### config.mk
export PLATFORM = sky130hd
export DESIGN_NAME = handler_io_ports
export DESIGN_NICKNAME = d
export VERILOG_FILES = /design/src/pkg/handler_io_pkg.sv /design/src/rtl/pin_sync.sv /design/src/rtl/handler_io_ports.sv
export VERILOG_INCLUDE_DIRS = /design/src /design/src/pkg
export SDC_FILE = /design/constraint.sdc
export NUM_CORES = 1
export LEC_CHECK = 0
export BUFFER_PORTS_ARGS = -buffer_cell sky130_fd_sc_hd__buf_2
export CELL_PAD_IN_SITES_DETAIL_PLACEMENT = 1
export CELL_PAD_IN_SITES_GLOBAL_PLACEMENT = 1
export CORE_MARGIN = 5
export CORE_UTILIZATION = 37
export DETAILED_ROUTE_END_ITERATION = 8
export PLACE_DENSITY_LB_ADDON = 0.1
export SLEW_MARGIN = 20
export SYNTH_ARGS = -nofsm -noshare
export SYNTH_HDL_FRONTEND = slang
export SYNTH_SLANG_ARGS = --single-unit
### constraint.sdc
create_clock -name aclk -period 2.05 [get_ports aclk]
set_clock_uncertainty 0.05 [all_clocks]
set_input_delay 0.1025 -clock aclk [delete_from_list [all_inputs] [get_ports aclk]]
set_output_delay 0.1025 -clock aclk [all_outputs]
set_load 0.05 [all_outputs]
### src/pkg/handler_io_consts.svh
// register map, field positions, reset values for the handler i/o ports
`ifndef HANDLER_IO_CONSTS_SVH
`define HANDLER_IO_CONSTS_SVH

// ==========================================================
// bus geometry
`define HIO_ADDR_W        8
`define HIO_DATA_W        32

// ==========================================================
// register byte offsets
`define HIO_OFS_BYTE_LO   8'h00
`define HIO_OFS_BYTE_HI   8'h04
`define HIO_OFS_HALFWORD  8'h08
`define HIO_OFS_NIB_LO    8'h0c
`define HIO_OFS_NIB_HI    8'h10
`define HIO_OFS_NIB_BOTH  8'h14
`define HIO_OFS_CTRL      8'h18
`define HIO_OFS_SINGLE    8'h1c

// ==========================================================
// control register fields
`define HIO_CTRL_LO_DIR   0
`define HIO_CTRL_HI_DIR   1
`define HIO_CTRL_IDX_EN   2
`define HIO_CTRL_TRG_EN   3

// single output register fields
`define HIO_SOUT_ONE      0
`define HIO_SOUT_TWO      1

// positions taken over in the upper byte
`define HIO_HI_IDX_BIT    6
`define HIO_HI_TRG_BIT    7

// ==========================================================
// reset values
`define HIO_RST_BYTE      8'h00
`define HIO_RST_NIB       4'h0
`define HIO_RST_EN        1'b0
`define HIO_RST_SOUT      1'b0

`endif

### src/pkg/handler_io_pkg.sv
// types shared by the handler i/o port logic
package handler_io_pkg;

  // ========================================================
  // nibble port direction
  typedef enum logic {
    DIR_INPUT  = 1'b0,
    DIR_OUTPUT = 1'b1
  } port_dir_t;

  // ========================================================
  // axi4-lite response codes used by the slave
  typedef enum logic [1:0] {
    RESP_OKAY   = 2'b00,
    RESP_SLVERR = 2'b10
  } axi_resp_t;

endpackage

### src/rtl/pin_sync.sv
// two flip-flop synchroniser for pin inputs
`timescale 1ns/1ps

module pin_sync #(
  parameter int WIDTH = 4
) (
  input  wire logic             aclk,
  input  wire logic             aresetn,
  input  wire logic [WIDTH-1:0] async_in,
  output logic      [WIDTH-1:0] sync_out
);

  // ========================================================
  // stages
  logic [WIDTH-1:0] stage1_q;  // first stage, read only by stage 2
  logic [WIDTH-1:0] stage1_d;  // next first stage
  logic [WIDTH-1:0] stage2_q;  // safe synchronised value
  logic [WIDTH-1:0] stage2_d;  // next second stage

  // next values of both stages
  always_comb begin
    stage1_d = async_in;
    stage2_d = stage1_q;
  end

  // registers only
  always_ff @(posedge aclk) begin
    if (!aresetn) begin
      stage1_q <= '0;
      stage2_q <= '0;
    end else begin
      stage1_q <= stage1_d;
      stage2_q <= stage2_d;
    end
  end

  assign sync_out = stage2_q;

endmodule

### src/rtl/handler_io_ports.sv
// handler i/o ports: output bytes, nibble ports, strobes, axi4-lite slave
//
// The AXI4-Lite interface to the registers and the register offsets were left to the implementer.
`timescale 1ns/1ps
`include "handler_io_consts.svh"

module handler_io_ports (
  input  wire logic                   aclk,
  input  wire logic                   aresetn,
  // axi4-lite write address
  input  wire logic [`HIO_ADDR_W-1:0] s_axi_awaddr,
  input  wire logic [2:0]             s_axi_awprot,
  input  wire logic                   s_axi_awvalid,
  output logic                        s_axi_awready,
  // axi4-lite write data
  input  wire logic [`HIO_DATA_W-1:0] s_axi_wdata,
  input  wire logic [3:0]             s_axi_wstrb,
  input  wire logic                   s_axi_wvalid,
  output logic                        s_axi_wready,
  // axi4-lite write response
  output logic [1:0]                  s_axi_bresp,
  output logic                        s_axi_bvalid,
  input  wire logic                   s_axi_bready,
  // axi4-lite read address
  input  wire logic [`HIO_ADDR_W-1:0] s_axi_araddr,
  input  wire logic [2:0]             s_axi_arprot,
  input  wire logic                   s_axi_arvalid,
  output logic                        s_axi_arready,
  // axi4-lite read data
  output logic [`HIO_DATA_W-1:0]      s_axi_rdata,
  output logic [1:0]                  s_axi_rresp,
  output logic                        s_axi_rvalid,
  input  wire logic                   s_axi_rready,
  // strobes from the measurement sequencer, same clock
  input  wire logic                   sort_index_strobe,
  input  wire logic                   trigger_ready_flag,
  // output-only bytes toward the handler
  output logic [7:0]                  out_byte_lo,
  output logic [7:0]                  out_byte_hi,
  // lower nibble port, two-way
  input  wire logic [3:0]             nibble_lo_in,
  output logic [3:0]                  nibble_lo_out,
  output logic [3:0]                  nibble_lo_oe,
  // upper nibble port, two-way
  input  wire logic [3:0]             nibble_hi_in,
  output logic [3:0]                  nibble_hi_out,
  output logic [3:0]                  nibble_hi_oe,
  // single-bit output terminals
  output logic                        single_out_terminal_one,
  output logic                        single_out_terminal_two
);

  // ========================================================
  // helper functions

  // merge a write into the upper byte, keeping taken-over bits
  function automatic logic [7:0] merge_hi(
    input logic [7:0] old_val,
    input logic [7:0] new_val,
    input logic       idx_en,
    input logic       trg_en
  );
    logic [7:0] res;
    res = new_val;
    if (idx_en) begin
      res[`HIO_HI_IDX_BIT] = old_val[`HIO_HI_IDX_BIT];
    end
    if (trg_en) begin
      res[`HIO_HI_TRG_BIT] = old_val[`HIO_HI_TRG_BIT];
    end
    return res;
  endfunction

  // value a nibble returns on read, by its direction
  function automatic logic [3:0] nib_view(
    input handler_io_pkg::port_dir_t dir,
    input logic [3:0]                latch,
    input logic [3:0]                pins
  );
    if (dir == handler_io_pkg::DIR_OUTPUT) begin
      return latch;
    end else begin
      return pins;
    end
  endfunction

  // true for every mapped word address
  function automatic logic addr_ok(input logic [`HIO_ADDR_W-1:0] a);
    case (a)
      `HIO_OFS_BYTE_LO, `HIO_OFS_BYTE_HI, `HIO_OFS_HALFWORD,
      `HIO_OFS_NIB_LO, `HIO_OFS_NIB_HI, `HIO_OFS_NIB_BOTH,
      `HIO_OFS_CTRL, `HIO_OFS_SINGLE: begin
        return 1'b1;
      end
      default: begin
        return 1'b0;
      end
    endcase
  endfunction

  // ========================================================
  // synchronised handler pins
  logic [3:0] nib_lo_pins;  // lower nibble pins after two flops
  logic [3:0] nib_hi_pins;  // upper nibble pins after two flops

  pin_sync #(
    .WIDTH (4)
  ) u_sync_lo (
    .aclk     (aclk),
    .aresetn  (aresetn),
    .async_in (nibble_lo_in),
    .sync_out (nib_lo_pins)
  );

  pin_sync #(
    .WIDTH (4)
  ) u_sync_hi (
    .aclk     (aclk),
    .aresetn  (aresetn),
    .async_in (nibble_hi_in),
    .sync_out (nib_hi_pins)
  );

  // ========================================================
  // axi write channel state
  logic                   aw_full_q, aw_full_d;  // address held
  logic                   w_full_q, w_full_d;    // data held
  logic [`HIO_ADDR_W-1:0] aw_addr_q, aw_addr_d;  // held address
  logic [`HIO_DATA_W-1:0] w_data_q, w_data_d;    // held data
  logic [3:0]             w_strb_q, w_strb_d;    // held strobes
  logic                   awready_q, awready_d;  // address ready
  logic                   wready_q, wready_d;    // data ready
  logic                   bvalid_q, bvalid_d;    // response valid
  logic [1:0]             bresp_q, bresp_d;      // response code
  logic                   do_write;              // commit this cycle

  // accept address and data in either order, answer after both
  always_comb begin
    aw_full_d = aw_full_q;
    w_full_d  = w_full_q;
    aw_addr_d = aw_addr_q;
    w_data_d  = w_data_q;
    w_strb_d  = w_strb_q;
    bvalid_d  = bvalid_q;
    bresp_d   = bresp_q;
    do_write  = aw_full_q && w_full_q && !bvalid_q;
    // address handshake
    if (s_axi_awvalid && awready_q) begin
      aw_full_d = 1'b1;
      aw_addr_d = s_axi_awaddr;
    end
    // data handshake
    if (s_axi_wvalid && wready_q) begin
      w_full_d = 1'b1;
      w_data_d = s_axi_wdata;
      w_strb_d = s_axi_wstrb;
    end
    // commit and raise response
    if (do_write) begin
      aw_full_d = 1'b0;
      w_full_d  = 1'b0;
      bvalid_d  = 1'b1;
      bresp_d   = addr_ok(aw_addr_q) ? handler_io_pkg::RESP_OKAY
                                     : handler_io_pkg::RESP_SLVERR;
    end else if (bvalid_q && s_axi_bready) begin
      bvalid_d = 1'b0;
    end
    // ready only while the slot is free and no answer pending
    awready_d = !aw_full_d && !bvalid_d;
    wready_d  = !w_full_d && !bvalid_d;
  end

  // write channel registers
  always_ff @(posedge aclk) begin
    if (!aresetn) begin
      aw_full_q <= 1'b0;
      w_full_q  <= 1'b0;
      aw_addr_q <= '0;
      w_data_q  <= '0;
      w_strb_q  <= '0;
      awready_q <= 1'b0;
      wready_q  <= 1'b0;
      bvalid_q  <= 1'b0;
      bresp_q   <= handler_io_pkg::RESP_OKAY;
    end else begin
      aw_full_q <= aw_full_d;
      w_full_q  <= w_full_d;
      aw_addr_q <= aw_addr_d;
      w_data_q  <= w_data_d;
      w_strb_q  <= w_strb_d;
      awready_q <= awready_d;
      wready_q  <= wready_d;
      bvalid_q  <= bvalid_d;
      bresp_q   <= bresp_d;
    end
  end

  // ========================================================
  // software-visible port registers
  logic [7:0]                byte_lo_q, byte_lo_d;  // lower byte data
  logic [7:0]                byte_hi_q, byte_hi_d;  // upper byte data
  logic [3:0]                nib_lo_q, nib_lo_d;    // lower nibble latch
  logic [3:0]                nib_hi_q, nib_hi_d;    // upper nibble latch
  handler_io_pkg::port_dir_t lo_dir_q, lo_dir_d;    // lower direction
  handler_io_pkg::port_dir_t hi_dir_q, hi_dir_d;    // upper direction
  logic                      idx_en_q, idx_en_d;    // index strobe on
  logic                      trg_en_q, trg_en_d;    // ready flag on
  logic                      sout1_q, sout1_d;      // terminal one
  logic                      sout2_q, sout2_d;      // terminal two

  // register updates on a committed write
  always_comb begin
    byte_lo_d = byte_lo_q;
    byte_hi_d = byte_hi_q;
    nib_lo_d  = nib_lo_q;
    nib_hi_d  = nib_hi_q;
    lo_dir_d  = lo_dir_q;
    hi_dir_d  = hi_dir_q;
    idx_en_d  = idx_en_q;
    trg_en_d  = trg_en_q;
    sout1_d   = sout1_q;
    sout2_d   = sout2_q;
    if (do_write) begin
      unique case (aw_addr_q)
        `HIO_OFS_BYTE_LO: begin
          if (w_strb_q[0]) begin
            byte_lo_d = w_data_q[7:0];
          end
        end
        `HIO_OFS_BYTE_HI: begin
          if (w_strb_q[0]) begin
            byte_hi_d = merge_hi(byte_hi_q, w_data_q[7:0],
                                 idx_en_q, trg_en_q);
          end
        end
        `HIO_OFS_HALFWORD: begin
          if (w_strb_q[0]) begin
            byte_lo_d = w_data_q[7:0];
          end
          if (w_strb_q[1]) begin
            byte_hi_d = merge_hi(byte_hi_q, w_data_q[15:8],
                                 idx_en_q, trg_en_q);
          end
        end
        `HIO_OFS_NIB_LO: begin
          if (w_strb_q[0]) begin
            nib_lo_d = w_data_q[3:0];
          end
        end
        `HIO_OFS_NIB_HI: begin
          if (w_strb_q[0]) begin
            nib_hi_d = w_data_q[3:0];
          end
        end
        `HIO_OFS_NIB_BOTH: begin
          if (w_strb_q[0]) begin
            nib_lo_d = w_data_q[3:0];
            nib_hi_d = w_data_q[7:4];
          end
        end
        `HIO_OFS_CTRL: begin
          if (w_strb_q[0]) begin
            lo_dir_d = handler_io_pkg::port_dir_t'(
                         w_data_q[`HIO_CTRL_LO_DIR]);
            hi_dir_d = handler_io_pkg::port_dir_t'(
                         w_data_q[`HIO_CTRL_HI_DIR]);
            idx_en_d = w_data_q[`HIO_CTRL_IDX_EN];
            trg_en_d = w_data_q[`HIO_CTRL_TRG_EN];
          end
        end
        `HIO_OFS_SINGLE: begin
          if (w_strb_q[0]) begin
            sout1_d = w_data_q[`HIO_SOUT_ONE];
            sout2_d = w_data_q[`HIO_SOUT_TWO];
          end
        end
        default: begin
          // unmapped: nothing stored, slverr answered
          byte_lo_d = byte_lo_q;
        end
      endcase
    end
  end

  // port registers, reset to preset state
  always_ff @(posedge aclk) begin
    if (!aresetn) begin
      byte_lo_q <= `HIO_RST_BYTE;
      byte_hi_q <= `HIO_RST_BYTE;
      nib_lo_q  <= `HIO_RST_NIB;
      nib_hi_q  <= `HIO_RST_NIB;
      lo_dir_q  <= handler_io_pkg::DIR_INPUT;
      hi_dir_q  <= handler_io_pkg::DIR_INPUT;
      idx_en_q  <= `HIO_RST_EN;
      trg_en_q  <= `HIO_RST_EN;
      sout1_q   <= `HIO_RST_SOUT;
      sout2_q   <= `HIO_RST_SOUT;
    end else begin
      byte_lo_q <= byte_lo_d;
      byte_hi_q <= byte_hi_d;
      nib_lo_q  <= nib_lo_d;
      nib_hi_q  <= nib_hi_d;
      lo_dir_q  <= lo_dir_d;
      hi_dir_q  <= hi_dir_d;
      idx_en_q  <= idx_en_d;
      trg_en_q  <= trg_en_d;
      sout1_q   <= sout1_d;
      sout2_q   <= sout2_d;
    end
  end

  // ========================================================
  // axi read channel
  logic                   arready_q, arready_d;  // read address ready
  logic                   rvalid_q, rvalid_d;    // read data valid
  logic [`HIO_DATA_W-1:0] rdata_q, rdata_d;      // read data
  logic [1:0]             rresp_q, rresp_d;      // read response

  // one read at a time, answered the cycle after the handshake
  always_comb begin
    rvalid_d = rvalid_q;
    rdata_d  = rdata_q;
    rresp_d  = rresp_q;
    if (s_axi_arvalid && arready_q) begin
      rvalid_d = 1'b1;
      rresp_d  = addr_ok(s_axi_araddr) ? handler_io_pkg::RESP_OKAY
                                       : handler_io_pkg::RESP_SLVERR;
      rdata_d  = '0;
      unique case (s_axi_araddr)
        `HIO_OFS_BYTE_LO:  rdata_d[7:0]  = byte_lo_q;
        `HIO_OFS_BYTE_HI:  rdata_d[7:0]  = byte_hi_q;
        `HIO_OFS_HALFWORD: rdata_d[15:0] = {byte_hi_q, byte_lo_q};
        `HIO_OFS_NIB_LO:   rdata_d[3:0]  = nib_view(lo_dir_q, nib_lo_q,
                                                    nib_lo_pins);
        `HIO_OFS_NIB_HI:   rdata_d[3:0]  = nib_view(hi_dir_q, nib_hi_q,
                                                    nib_hi_pins);
        `HIO_OFS_NIB_BOTH: rdata_d[7:0]  = {
                             nib_view(hi_dir_q, nib_hi_q, nib_hi_pins),
                             nib_view(lo_dir_q, nib_lo_q, nib_lo_pins)};
        `HIO_OFS_CTRL: begin
          rdata_d[`HIO_CTRL_LO_DIR] = lo_dir_q;
          rdata_d[`HIO_CTRL_HI_DIR] = hi_dir_q;
          rdata_d[`HIO_CTRL_IDX_EN] = idx_en_q;
          rdata_d[`HIO_CTRL_TRG_EN] = trg_en_q;
        end
        `HIO_OFS_SINGLE: begin
          rdata_d[`HIO_SOUT_ONE] = sout1_q;
          rdata_d[`HIO_SOUT_TWO] = sout2_q;
        end
        default: rdata_d = '0;
      endcase
    end else if (rvalid_q && s_axi_rready) begin
      rvalid_d = 1'b0;
    end
    arready_d = !rvalid_d;
  end

  // read channel registers
  always_ff @(posedge aclk) begin
    if (!aresetn) begin
      arready_q <= 1'b0;
      rvalid_q  <= 1'b0;
      rdata_q   <= '0;
      rresp_q   <= handler_io_pkg::RESP_OKAY;
    end else begin
      arready_q <= arready_d;
      rvalid_q  <= rvalid_d;
      rdata_q   <= rdata_d;
      rresp_q   <= rresp_d;
    end
  end

  // ========================================================
  // pin drivers, all registered
  logic [7:0] pin_lo_q, pin_lo_d;      // lower byte pins
  logic [7:0] pin_hi_q, pin_hi_d;      // upper byte pins
  logic [3:0] pin_nlo_q, pin_nlo_d;    // lower nibble drive
  logic [3:0] pin_nhi_q, pin_nhi_d;    // upper nibble drive
  logic [3:0] oe_nlo_q, oe_nlo_d;      // lower nibble enables
  logic [3:0] oe_nhi_q, oe_nhi_d;      // upper nibble enables

  // compute pin values from registers and strobes
  always_comb begin
    pin_lo_d = byte_lo_q;
    pin_hi_d = byte_hi_q;
    if (idx_en_q) begin
      pin_hi_d[`HIO_HI_IDX_BIT] = sort_index_strobe;
    end
    if (trg_en_q) begin
      pin_hi_d[`HIO_HI_TRG_BIT] = trigger_ready_flag;
    end
    pin_nlo_d = nib_lo_q;
    pin_nhi_d = nib_hi_q;
    oe_nlo_d  = {4{lo_dir_q == handler_io_pkg::DIR_OUTPUT}};
    oe_nhi_d  = {4{hi_dir_q == handler_io_pkg::DIR_OUTPUT}};
  end

  // pin registers; nibbles released (input) from reset
  always_ff @(posedge aclk) begin
    if (!aresetn) begin
      pin_lo_q  <= `HIO_RST_BYTE;
      pin_hi_q  <= `HIO_RST_BYTE;
      pin_nlo_q <= `HIO_RST_NIB;
      pin_nhi_q <= `HIO_RST_NIB;
      oe_nlo_q  <= 4'h0;
      oe_nhi_q  <= 4'h0;
    end else begin
      pin_lo_q  <= pin_lo_d;
      pin_hi_q  <= pin_hi_d;
      pin_nlo_q <= pin_nlo_d;
      pin_nhi_q <= pin_nhi_d;
      oe_nlo_q  <= oe_nlo_d;
      oe_nhi_q  <= oe_nhi_d;
    end
  end

  // ========================================================
  // output assignments, straight from flops
  assign s_axi_awready           = awready_q;
  assign s_axi_wready            = wready_q;
  assign s_axi_bvalid            = bvalid_q;
  assign s_axi_bresp             = bresp_q;
  assign s_axi_arready           = arready_q;
  assign s_axi_rvalid            = rvalid_q;
  assign s_axi_rdata             = rdata_q;
  assign s_axi_rresp             = rresp_q;
  assign out_byte_lo             = pin_lo_q;
  assign out_byte_hi             = pin_hi_q;
  assign nibble_lo_out           = pin_nlo_q;
  assign nibble_lo_oe            = oe_nlo_q;
  assign nibble_hi_out           = pin_nhi_q;
  assign nibble_hi_oe            = oe_nhi_q;
  assign single_out_terminal_one = sout1_q;
  assign single_out_terminal_two = sout2_q;

endmodule

==> impl_results.md, run 1 <==
- Status: completed
- Worst Hold Class: in2reg
- Buf/Inv on CP: 0
- R2R Path End: byte_hi_q[7]$_SDFFE_PN0P_
- Yosys reg bits: about 120
- Maxcap violations: 0
- Mean Syn Cell Area: about 9.1 µm²
- Post-CTS setup buffers: 0
- Worst Path Class, Setup: reg2reg
- Worst r2r path cells: 4
- I/O Buffers: 107
- Row cnt: between 40 and 50
- Final setup vio count: 0
- Pins Over Slew Limit: 0
- Post-Synth Adder-Cell Area: 0%
- Die Span Y: roughly 120 µm
- Total Wirelength: ~14 mm
- Overflow after GRT: 0
- Largest family of logic cells by synthesized area: simple AND/OR/NAND/NOR gates
- Die area: roughly 16000 µm²
- CP startpoint kind: flip-flop
- Die width: ~120 µm
- Cell with the most instances after synthesis: dfxtp_1
- Fin crit share: 82.9%
- Area share of xor/xnor cells in the synthesized design: less than 1%
- Area leader, netlist: dfxtp_1
- Count of cell types in the netlist: 45
- CP Capture Type: flip-flop
- Worst-margin pin slew: about 720 ps
- TritonCTS Buffers: 17
- Initial DRT Pass Iterations: 4
- VDD IR max: 0.488 mV
- Share of cells above drive strength 1: a little under a quarter
- Crit path max-delay family: compound AO/OA/AOI/OAI gates
- Vias in the first global route: roughly 4400
- CTS resizes: 0
- CTS tree: done
- Top-area cell type share of the netlist area: approximately 50%
- Initial Util: 38.2%
- Final antenna-violating net count: 0
- Drt drc: 0
- Commonest cells post-synth: dfxtp_1, nand2_1, a21oi_1, and2_1, mux2i_1
- Hold Vio Cnt, Final: 0
- Simple-Gate Fraction of Synth Area: 21.3%
- Clock transition at the registers of the reported paths: around 60 ps
- DR vias: between 4000 and 5000
- Fillers: 1519
- Area growth from synthesis to layout: 32.7%
- Ranking of synthesized cells by area: dfxtp_1, nand2_1, mux2i_1
- WP data required: 2320 ps
- Core area: around 13000 µm²
- Root buffer cell: clkbuf_16
- YS warnings: 0
- ANT cells: 0
- Post-Syn Instances: approximately 530
- Hold Path Sink: s_axi_rdata[0]$_SDFFE_PN0P_
- Largest net degree at the start of global routing: 62
- CP max stage delay: approximately 450 ps
- Seq/Total Area, Yosys: about half
- EDFF count, synth: 0
- Relative slew slack: approximately 52%
- Mux contribution to synthesized area: ~6.0%
- Net count, final: approximately 740
- Post-layout util: 50.6%
- Iter 0 DRT Violations: between 150 and 200
- R2r setup slk: ~350 ps
- Gr usage total: about 18%
- Unrepaired setup endpoints after global routing: no
- Maximum clock insertion buffer count: 2
- GPL Wtd Cong: 0.818
- Final min period: approximately 1700 ps
- Worst path cell trace: nor4bb_1 -> o2111a_2 -> a21oi_1 -> a311oi_1
- R2R Path Start: aw_addr_q[4]$_SDFFE_PN0P_
- Initial antenna violation count: 0
- Worst endpoint data arrival time: 1970 ps
- CTS Hold Bufs: 39
- First-pass GRT wire length: approximately 23 mm
- PD cells: ~940 nW/µm²
- Fin Setup TNS: 0 ps
- Netlist Area Pre-Place: around 4900 µm²
- Post-DR vias/cell: just under 5
- WHS Path Cells: 4
- Slowest library cell on the worst path: o2111a_2
- Htree depth: 4
- Critical path peak fanout: 16
- Post-synthesis compound-gate area fraction: between 10% and 20%
- Ys flop type: dfxtp_1
- Async SR Flop Fraction: 0%
- I/O Pins: 150
- Hold_sp: s_axi_araddr[5]
- Highest Clock Rate: 0.589 GHz
- Post-DP HPWL: 9.87 mm
- # clock sinks: between 100 and 150
- Overall power: a little over 6 mW
- Detailed-route wire length per cell: 16.4 µm
- Clk Latency, worst-skew pair: 410 ps
- Pleak: between 2 and 3 nW
-- logic make-up after synthesis --
family          Yosys count
mux                      29
compound gates          111
xor+xnor                  1
simple gates            203
other cells               1
flops                   124
buf+inv                  65
-- layout make-up --
cell class	count	area (µm²)	share of cell area, %
Clock buffer	23	478	7.42
Clock inverter	9	135	2.10
Inverter	8	30.0	0.466
Multi-Input combinational cell	362	2090	32.4
Sequential cell	124	2480	38.5
Tap cell	172	215	3.34
Timing Repair Buffer	156	1010	15.7
-- power breakdown --
group	switching (mW)	leakage, nW	internal [mW]
clock network	1.07	0.290	2.01
registers	0.0447	1.01	2.47
logic	0.292	1.48	0.165
total	1.41	2.77	4.64
-- flip-flops by register name, indices dropped and copies added (netlist names), 2 cells and up, named ones only --
register,count
out_byte_hi,8
u_sync_lo.sync_out,4
w_strb_q,2
w_data_q,16
u_sync_hi.stage1_q,4
out_byte_lo,8
nib_hi_q,4
nibble_hi_out,4
u_sync_hi.sync_out,4
s_axi_rdata,16
nibble_lo_out,4
aw_addr_q,8
nib_lo_q,4
byte_hi_q,8
byte_lo_q,8
u_sync_lo.stage1_q,4
-- worst reg2reg max path, cell delays in order (launching register included) --
cell and delay (ps):
dfxtp_1 400, nor4bb_1 320, o2111a_2 450, a21oi_1 150
a311oi_1 240
-- per-stage QoR --
step / hold WS (ps) / setup slack, ps / std cells / cell area (µm²)
finish: 67.5 / 351 / 854 / 6440
global route: 90.7 / 235 / 854 / 6440
CTS: 52.0 / 363 / 854 / 6440
detailed placement: 264 / 389 / 783 / 5440
global placement: 260 / 422 / 783 / 5440
floorplan: 180 / 219 / 551 / 4920
-- cells in the final DEF, fill, tap and decap left out, types with 3 or more instances in the layout --
master	instances
a211oi_1	13
a21oi_1	51
a22oi_1	12
a311oi_1	3
and2_1	41
and3_1	3
buf_2	107
buf_4	9
bufinv_16	3
clkbuf_1	3
clkbuf_16	17
clkbuf_8	3
clkinvlp_4	3
conb_1	18
dfxtp_1	124
dlygate4sd3_1	39
inv_1	6
mux2i_1	28
nand2_1	82
nand3_1	20
nand4_1	3
nor2_1	25
nor2b_1	7
nor3_1	5
o21ai_0	19
o22a_1	4
-- worst max-delay path by stage --
stage,to,cells past startpoint,from,slack [ps]
after global placement,hi_dir_q$_SDFFE_PN0P_,4,aw_addr_q[7]$_SDFFE_PN0P_,420
after CTS,byte_hi_q[7]$_SDFFE_PN0P_,4,aw_addr_q[4]$_SDFFE_PN0P_,360
final,byte_hi_q[7]$_SDFFE_PN0P_,4,aw_addr_q[4]$_SDFFE_PN0P_,350
after detailed placement,s_axi_rdata[10]$_SDFFE_PN0P_,5,s_axi_araddr[6],390
after floorplan,hi_dir_q$_SDFFE_PN0P_,6,s_axi_bvalid$_SDFF_PN0_,220
after global routing,byte_hi_q[6]$_SDFFE_PN0P_,4,aw_addr_q[4]$_SDFFE_PN0P_,230
-- metal layers --
metal | vias up | track usage [%] | routed length [µm]
li1 | 2067 | - | -
met1 | 1980 | 22.5 | 6340
met2 | 103 | 31.1 | 6880
met3 | 14 | 5.19 | 595
met4 | 0 | 5.16 | 188
met5 | - | 0 | 0
(Power assumes the default switching activity.)
==> inputs of run 2 (changes only) <==
- ABC_AREA: unset -> 1
- CORE_UTILIZATION: 37 -> 33
- clock period: 2.05 -> 1.4 ns (I/O delays scaled with it)
==> run 2 against run 1 <==
Effect of this change: the run now ends with negative setup slack left; first-iteration DRC count increased by 33%; non-clock buffer count increased by 50; synthesized cell count increased by 28%; clock power increased by 46%; largest power group unchanged.
==> impl_results.md, run 2 <==
- Post-DR vias/cell: 4.54 (-6.9%)
- Clk Latency, worst-skew pair: 420 ps (about the same)
- Hold Vio Cnt, Final: 0 (unchanged)
- CTS tree: done
- TritonCTS Buffers: 17 (unchanged)
- Commonest non-fill, non-tap cell in the layout: nand2_1
- CP Capture Type: flip-flop
- Unrepaired setup endpoints after global routing: yes
- Fillers: 1844 (+21%)
- Highest Clock Rate: 0.700 GHz (+19%)
- Commonest cells post-synth: nand2_1, dfxtp_1, inv_1, a21oi_1, o21ai_0
- Final min period: 1430 ps (-270 ps)
- Pins Over Slew Limit: 0 (unchanged)
- Overall power: 9.51 mW (+57%)
- Ranking of synthesized cells by area: dfxtp_1, nand2_1, inv_1
- Area growth from synthesis to layout: 50.0%
- Worst endpoint data arrival time: 1680 ps (-290 ps)
- Worst Path Class, Setup: reg2reg
- Crit path max-delay family: simple AND/OR/NAND/NOR gates
- Placed cell area: 6100 µm² (+12%)
- DR vias: 5000 (+20%)
- Ys flop type: dfxtp_1
- R2r setup slk: -30 ps (-380 ps)
- Async SR Flop Fraction: 0% (unchanged)
- Gr usage total: 18.5% (+0.22 points)
- Clock transition at the registers of the reported paths: 60 ps (about the same)
- Drt drc: 0 (unchanged)
- Failing checks: negative setup slack
- Largest net degree at the start of global routing: 54 (-13%)
- Die Span Y: 135 µm (+8.4%)
- Yosys reg bits: 124 (unchanged)
- Final antenna-violating net count: 0 (unchanged)
- PD cells: 1230 nW/µm² (+31%)
- Fin crit share: 102% (+19 points)
- EDFF count, synth: 0 (unchanged)
- Row cnt: 45 (+9.8%)
- Setup crit start: aw_addr_q[1]$_SDFFE_PN0P_
- WP data required: 1660 ps (-660 ps)
- Initial Util: 33.8% (-4.3 points)
- Total Wirelength: 16.8 mm (+20%)
- Post-Syn Instances: 683 (+28%)
- Overflow after GRT: 0 (unchanged)
- Seq/Total Area, Yosys: 48.1% (-3.0 points)
- R2R Path End: byte_hi_q[5]$_SDFFE_PN0P_
- Count of cell types in the netlist: 32 (-29%)
- Worst path cell trace: inv_2 -> nand2_4 -> nor2_4 -> buf_6 -> nand3_4 -> nand2_8 -> nand2_8 -> o21ai_1 -> nor2_1
- # clock sinks: 124 (unchanged)
- Slowest library cell on the worst path: dfxtp_2
- YS warnings: 0 (unchanged)
- Post-DP HPWL: 11.6 mm (+18%)
- Vias in the first global route: 5255 (+19%)
- Initial DRT Pass Iterations: 4 (unchanged)
- ANT cells: 0 (unchanged)
- R2R Path Start: aw_addr_q[1]$_SDFFE_PN0P_
- I/O Pins: 150 (unchanged)
- Netlist Area Pre-Place: 5160 µm² (+6.3%)
- Die width: 135 µm (+8.4%)
- Pleak: 3.69 nW (+33%)
- Relative slew slack: 66.1% (+14 points)
- Worst-margin pin slew: 508 ps (-214 ps)
- Top-area cell type share of the netlist area: 48.1% (-3.0 points)
- Net count, final: 953 (+28%)
- Maxcap violations: 0 (unchanged)
- Detailed-route wire length per cell: 15.3 µm (-6.8%)
- Iter 0 DRT Violations: 242 (+33%)
- VDD IR max: 0.926 mV (+90%)
- Most repeated library cell on the critical path: nand2_8
- First-pass GRT wire length: 26.5 mm (+16%)
- Worst r2r path cells: 9 (+5)
- Maximum clock insertion buffer count: 2 (unchanged)
- Htree depth: 4 (unchanged)
- Crit path capture: byte_hi_q[5]$_SDFFE_PN0P_
- CP max stage delay: 320 ps (-130 ps)
- Cell with the most instances after synthesis: nand2_1
- Die area: 18200 µm² (+18%)
- CP startpoint kind: flip-flop
- Mean Syn Cell Area: 7.55 µm² (-17%)
- Root buffer cell: clkbuf_16
- Share of cells above drive strength 1: 34.1% (+12 points)
- Critical path peak fanout: 6 (-10)
- Area leader, netlist: dfxtp_1
- Worst Hold Class: in2reg
- Design area: 7740 µm² (+20%)
- CP Depth: 9 (+5)
- Final setup vio count: 4 (+4)
- Buf/Inv on CP: 2 (+2)
- GPL Wtd Cong: 0.802 (-1.9%)
- Status: finished with violations
- Initial antenna violation count: 0 (unchanged)
- Most frequent cells in the layout: nand2_1, dfxtp_1, buf_2, inv_1, a21oi_1
- Final WS setup: -28.5 ps (-380 ps)
- I/O Buffers: 107 (unchanged)
- Core area: 15300 µm² (+20%)
==> run 2: cell types whose count changed after synthesis, moves of 11 or more <==
cell,before,now
a211oi_1,13,0
mux2i_1,28,0
nand2_1,82,133
clkbuf_1,23,11
o21ai_0,19,60
and2_1,41,2
o21ai_1,0,12
nor2_1,25,53
a22oi_1,12,0
a21oi_1,51,62
inv_1,6,102
==> run 2: worst min-delay path by stage <==
stage	from	end	slack (ps)	depth (start not counted)
finish	s_axi_araddr[1]	s_axi_rresp[1]$_SDFFE_PN0P_	20	5
global route	s_axi_araddr[1]	s_axi_rresp[1]$_SDFFE_PN0P_	40	5
CTS	s_axi_araddr[1]	s_axi_rresp[1]$_SDFFE_PN0P_	10	5
detailed placement	nibble_lo_in[0]	u_sync_lo.stage1_q[0]$_SDFF_PN0_	210	3
global placement	nibble_lo_in[0]	u_sync_lo.stage1_q[0]$_SDFF_PN0_	200	3
floorplan	nibble_hi_in[0]	u_sync_hi.stage1_q[0]$_SDFF_PN0_	120	2
==> run 2: cell type report <==
type	count	area [µm²]	share of cell area, %
Timing Repair Buffer	206	1560	20.2
Multi-Input combinational cell	420	2380	30.8
Clock buffer	23	508	6.56
Sequential cell	124	2500	32.3
Tap cell	211	264	3.41
Inverter	109	419	5.41
Clock inverter	9	109	1.41
==> run 2: repair_timing <==
action / CTS / global route
gates resized for setup: 30 / 91
hold buffers: 41 / 0
cloned: 1 / 2
hold endpoints to repair: 41 / 0
endpoints found under the setup margin: 28 / 45
pin swaps: 12 / 37
setup buffers: 10 / 9
==> run 2: per-layer routing <==
layer	track usage [%]	part of all wire, %
met1	22.7	44
met3	4.88	4.5
met4	5.04	0.96
met2	32.0	51
met5	0	0
==> run 2: worst register-to-register path, cell delays in order, from the launching register on <==
cell and delay (ps):
dfxtp_2 320, inv_2 70, nand2_4 80, nor2_4 170, buf_6 120, nand3_4 90, nand2_8 120, nand2_8 80
o21ai_1 160, nor2_1 60
==> run 2: where the power goes <==
| part | switching, mW | internal [mW] | total (mW) | leakage, nW |
|---|---|---|---|---|
| Clock | 1.60 | 2.90 | 4.50 | 0.293 |
| Sequential | 0.0854 | 3.65 | 3.74 | 1.01 |
| Combinational | 0.780 | 0.492 | 1.27 | 2.38 |
| Total | 2.46 | 7.05 | 9.51 | 3.69 |
==> run 2: stage by stage <==
| step | cells | utilization, % | setup WS [ps] | setup TNS, ps | hold WS [ps] |
|---|---|---|---|---|---|
| 5_1_grt | 1102 | 50.7 | -135 | -1670 | 35.5 |
| 6_report | 1102 | 50.7 | -28.5 | -76.1 | 19.5 |
| 3_3_place_gp | 1008 | 40.0 | -32.8 | -98.9 | 203 |
| 2_1_floorplan | 700 | - | 11.4 | 0 | 118 |
| 3_5_place_dp | 1008 | 40.0 | -75.4 | -883 | 209 |
| 4_1_cts | 1092 | 48.0 | -22.0 | -25.4 | 9.92 |
==> run 2: cell families after synthesis <==
logic type	share of synthesized area, %
other	0.0727
flip-flops	48.1
AND/OR/NAND/NOR	23.8
AO/OA/AOI/OAI	14.1
buffers and inverters	13.8
==> inputs of run 3 (changes only) <==
- ABC_AREA: 1 -> 0
- CORE_UTILIZATION: 33 -> 34
==> run 3 against run 2 <==
Effect of this change: the run still ends with negative setup slack left; combinational power down 39%; first-iteration DRC count is 18% lower; flip-flop and latch count is the same; hold slack gained 5.1 ps; non-clock buffer count increased by 1; highest routed layer unchanged; largest power group unchanged; critical path type unchanged; maximum frequency is 7.2% lower.
==> impl_results.md, run 3 (synthesis results as in run 1) <==
- Status: finished with violations
- Failing checks: negative setup slack
- Post-DP HPWL: 11.1 mm (-4.9%)
- Maximum clock insertion buffer count: 2 (unchanged)
- Core area: 13900 µm² (-8.7%)
- Int Power: 6.66 mW (-5.5%)
- Overflow after GRT: 0 (unchanged)
- DR vias: 4426 (-11%)
- Pre-CTS WS: -242 ps (-166 ps)
- Switching share of total power: 23.9% (-2.0 points)
- CP max stage delay: 330 ps (about the same)
- Commonest non-fill, non-tap cell in the layout: dfxtp_1
- Largest net degree at the start of global routing: 62 (+15%)
- Overall power: 8.75 mW (-7.9%)
- Vias in the first global route: 4743 (-9.7%)
- Highest Clock Rate: 0.650 GHz (-7.2%)
- Net count, final: 795 (-17%)
- Clock group share of total power: 49.2% (+1.9 points)
- Worst r2r path cells: 5 (-4)
- Final min period: 1540 ps (+110 ps)
- Slowest library cell on the worst path: dfxtp_2
- Gr usage total: 18.9% (+0.45 points)
- I/O Buffers: 107 (unchanged)
- Hold Vio Cnt, Final: 0 (unchanged)
- I/O Pins: 150 (unchanged)
- Final antenna-violating net count: 0 (unchanged)
- Fin Setup TNS: -1770 ps (-1690 ps)
- Most frequent cells in the layout: dfxtp_1, buf_2, nand2_1, buf_4, a21oi_1
- Iter 0 DRT Violations: 198 (-18%)
- Pins Over Slew Limit: 0 (unchanged)
- Switching Power: 2.09 mW (-15%)
- Fillers: 1628 (-12%)
- Area growth from synthesis to layout: 44.5%
- VDD IR max: 0.789 mV (-15%)
- Initial antenna violation count: 0 (unchanged)
- CP Depth: 5 (-4)
- R2R Path Start: aw_addr_q[6]$_SDFFE_PN0P_
- Total Wirelength: 15.5 mm (-8.2%)
- Detailed-route wire length per cell: 17.0 µm (+11%)
- Worst endpoint data arrival time: 1810 ps (+130 ps)
- Sequential share of power: 41.9% (+2.6 points)
- Reg area: 2500 µm² (+0.15%)
- Worst path cell trace: nor3_4 -> and3_1 -> and4b_1 -> buf_6 -> mux2i_1
- Pleak: 3.07 nW (-17%)
- Crit path max-delay family: simple AND/OR/NAND/NOR gates
- First-pass GRT wire length: 24.5 mm (-7.4%)
- Final WS setup: -139 ps (-110 ps)
- Drt drc: 0 (unchanged)
- # clock sinks: 124 (unchanged)
- Die width: 129 µm (-4.1%)
- Fin crit share: 110% (+7.9 points)
- GPL Wtd Cong: 0.863 (+7.5%)
- Final setup vio count: 29 (+25)
- Worst Hold Class: in2reg
- Initial Util: 34.8% (+1.0 points)
- TritonCTS Buffers: 17 (unchanged)
- Multi-input logic area: 2240 µm² (-6.0%)
- Crit path capture: hi_dir_q$_SDFFE_PN0P_
- Buf/Inv on CP: 1 (-1)
- Post-layout util: 50.3% (-0.41 points)
- Die Span Y: 129 µm (-4.1%)
- Maxcap violations: 0 (unchanged)
- Root buffer cell: clkbuf_16
- Post-DR vias/cell: 4.86 (+7.1%)
- ANT cells: 0 (unchanged)
- Htree depth: 4 (unchanged)
- CTS tree: done
- Die area: 16800 µm² (-8.1%)
- Clk Latency, worst-skew pair: 410 ps (about the same)
- Hold_ws: 24.6 ps (+5.09 ps)
- CP startpoint kind: flip-flop
- Critical path peak fanout: 5 (-1)
- Clock transition at the registers of the reported paths: 60 ps (about the same)
- Setup crit start: aw_addr_q[6]$_SDFFE_PN0P_
- WP data required: 1670 ps (about the same)
- PD cells: 1250 nW/µm² (+1.6%)
- R2r setup slk: -140 ps (-110 ps)
- CP Capture Type: flip-flop
- Row cnt: 43 (-4.4%)
- Worst Path Class, Setup: reg2reg
- Share of cells above drive strength 1: 33.2% (-0.88 points)
- Combinational Power Share: 8.8% (-4.6 points)
- Unrepaired setup endpoints after global routing: yes
- R2R Path End: hi_dir_q$_SDFFE_PN0P_
- Initial DRT Pass Iterations: 4 (unchanged)
## run 3: cell types whose count changed in the layout (fill, tap and decap cells not counted), moves of 16 or more
cell,change
inv_1,-88
and2_1,+39
nand2_1,-39
o21ai_0,-30
nor2_1,-28
mux2i_1,+24
o21ai_2,-16
## run 3: worst register-to-register path, stage by stage, from the launching register on
cell	delay [ps]
dfxtp_2	330
nor3_4	290
and3_1	220
and4b_1	200
buf_6	130
mux2i_1	220
## run 3: what timing repair did
action | CTS | global route
pin swaps | 12 | 9
resized for setup | 21 | 30
hold buffers | 40 | 0
buffers inserted | 4 | 1
cloned | 0 | 0
hold endpoints to repair | 46 | 0
setup endpoints to repair | 31 | 38
## run 3: power by group through the flow
stage | registers [mW] | clock network [mW] | logic, mW
2_1_floorplan | 3.77 | 0 | 0.411
3_3_place_gp | 3.74 | 0 | 0.646
3_5_place_dp | 3.74 | 0 | 0.656
4_1_cts | 3.67 | 4.41 | 0.751
5_1_grt | 3.68 | 4.57 | 0.839
6_report | 3.67 | 4.31 | 0.773
## run 3: metal layers
| metal | vias to the layer above | GRT usage (%) | routed length, µm | share of wire (%) |
|---|---|---|---|---|
| met3 | 18 | 4.53 | 786 | 5.1 |
| li1 | 2169 | - | - | - |
| met4 | 0 | 5.81 | 183 | 1.2 |
| met1 | 2133 | 23.8 | 7000 | 45 |
| met2 | 106 | 32.3 | 7490 | 48 |
| met5 | - | 0 | 0 | 0 |
## run 3: final cells by class
cell class | count | area share, %
clock buffer | 20 | 6.67
clock inverter | 10 | 1.64
inverter | 8 | 0.428
timing repair buffer | 207 | 20.4
multi-input combinational | 362 | 31.9
sequential | 124 | 35.7
tap | 180 | 3.21
## run 3: per-stage QoR
stage | instances | area, µm²
CTS | 911 | 6900
global placement | 837 | 5820
global route | 911 | 7010
floorplan | 551 | 4940
detailed placement | 837 | 5820
finish | 911 | 7010
## run 3: how the worst min path moves through the flow
| stage | start | endpoint | slack (ps) | depth (start not counted) |
|---|---|---|---|---|
| after floorplan | nibble_hi_in[0] | u_sync_hi.stage1_q[0]$_SDFF_PN0_ | 150 | 1 |
| after global placement | nibble_hi_in[2] | u_sync_hi.stage1_q[2]$_SDFF_PN0_ | 230 | 2 |
| after detailed placement | nibble_lo_in[1] | u_sync_lo.stage1_q[1]$_SDFF_PN0_ | 230 | 2 |
| after CTS | s_axi_araddr[5] | s_axi_rdata[3]$_SDFFE_PN0P_ | 20 | 4 |
| after global routing | s_axi_araddr[5] | s_axi_rdata[3]$_SDFFE_PN0P_ | 40 | 4 |
| final | s_axi_araddr[5] | s_axi_rdata[3]$_SDFFE_PN0P_ | 20 | 4 |
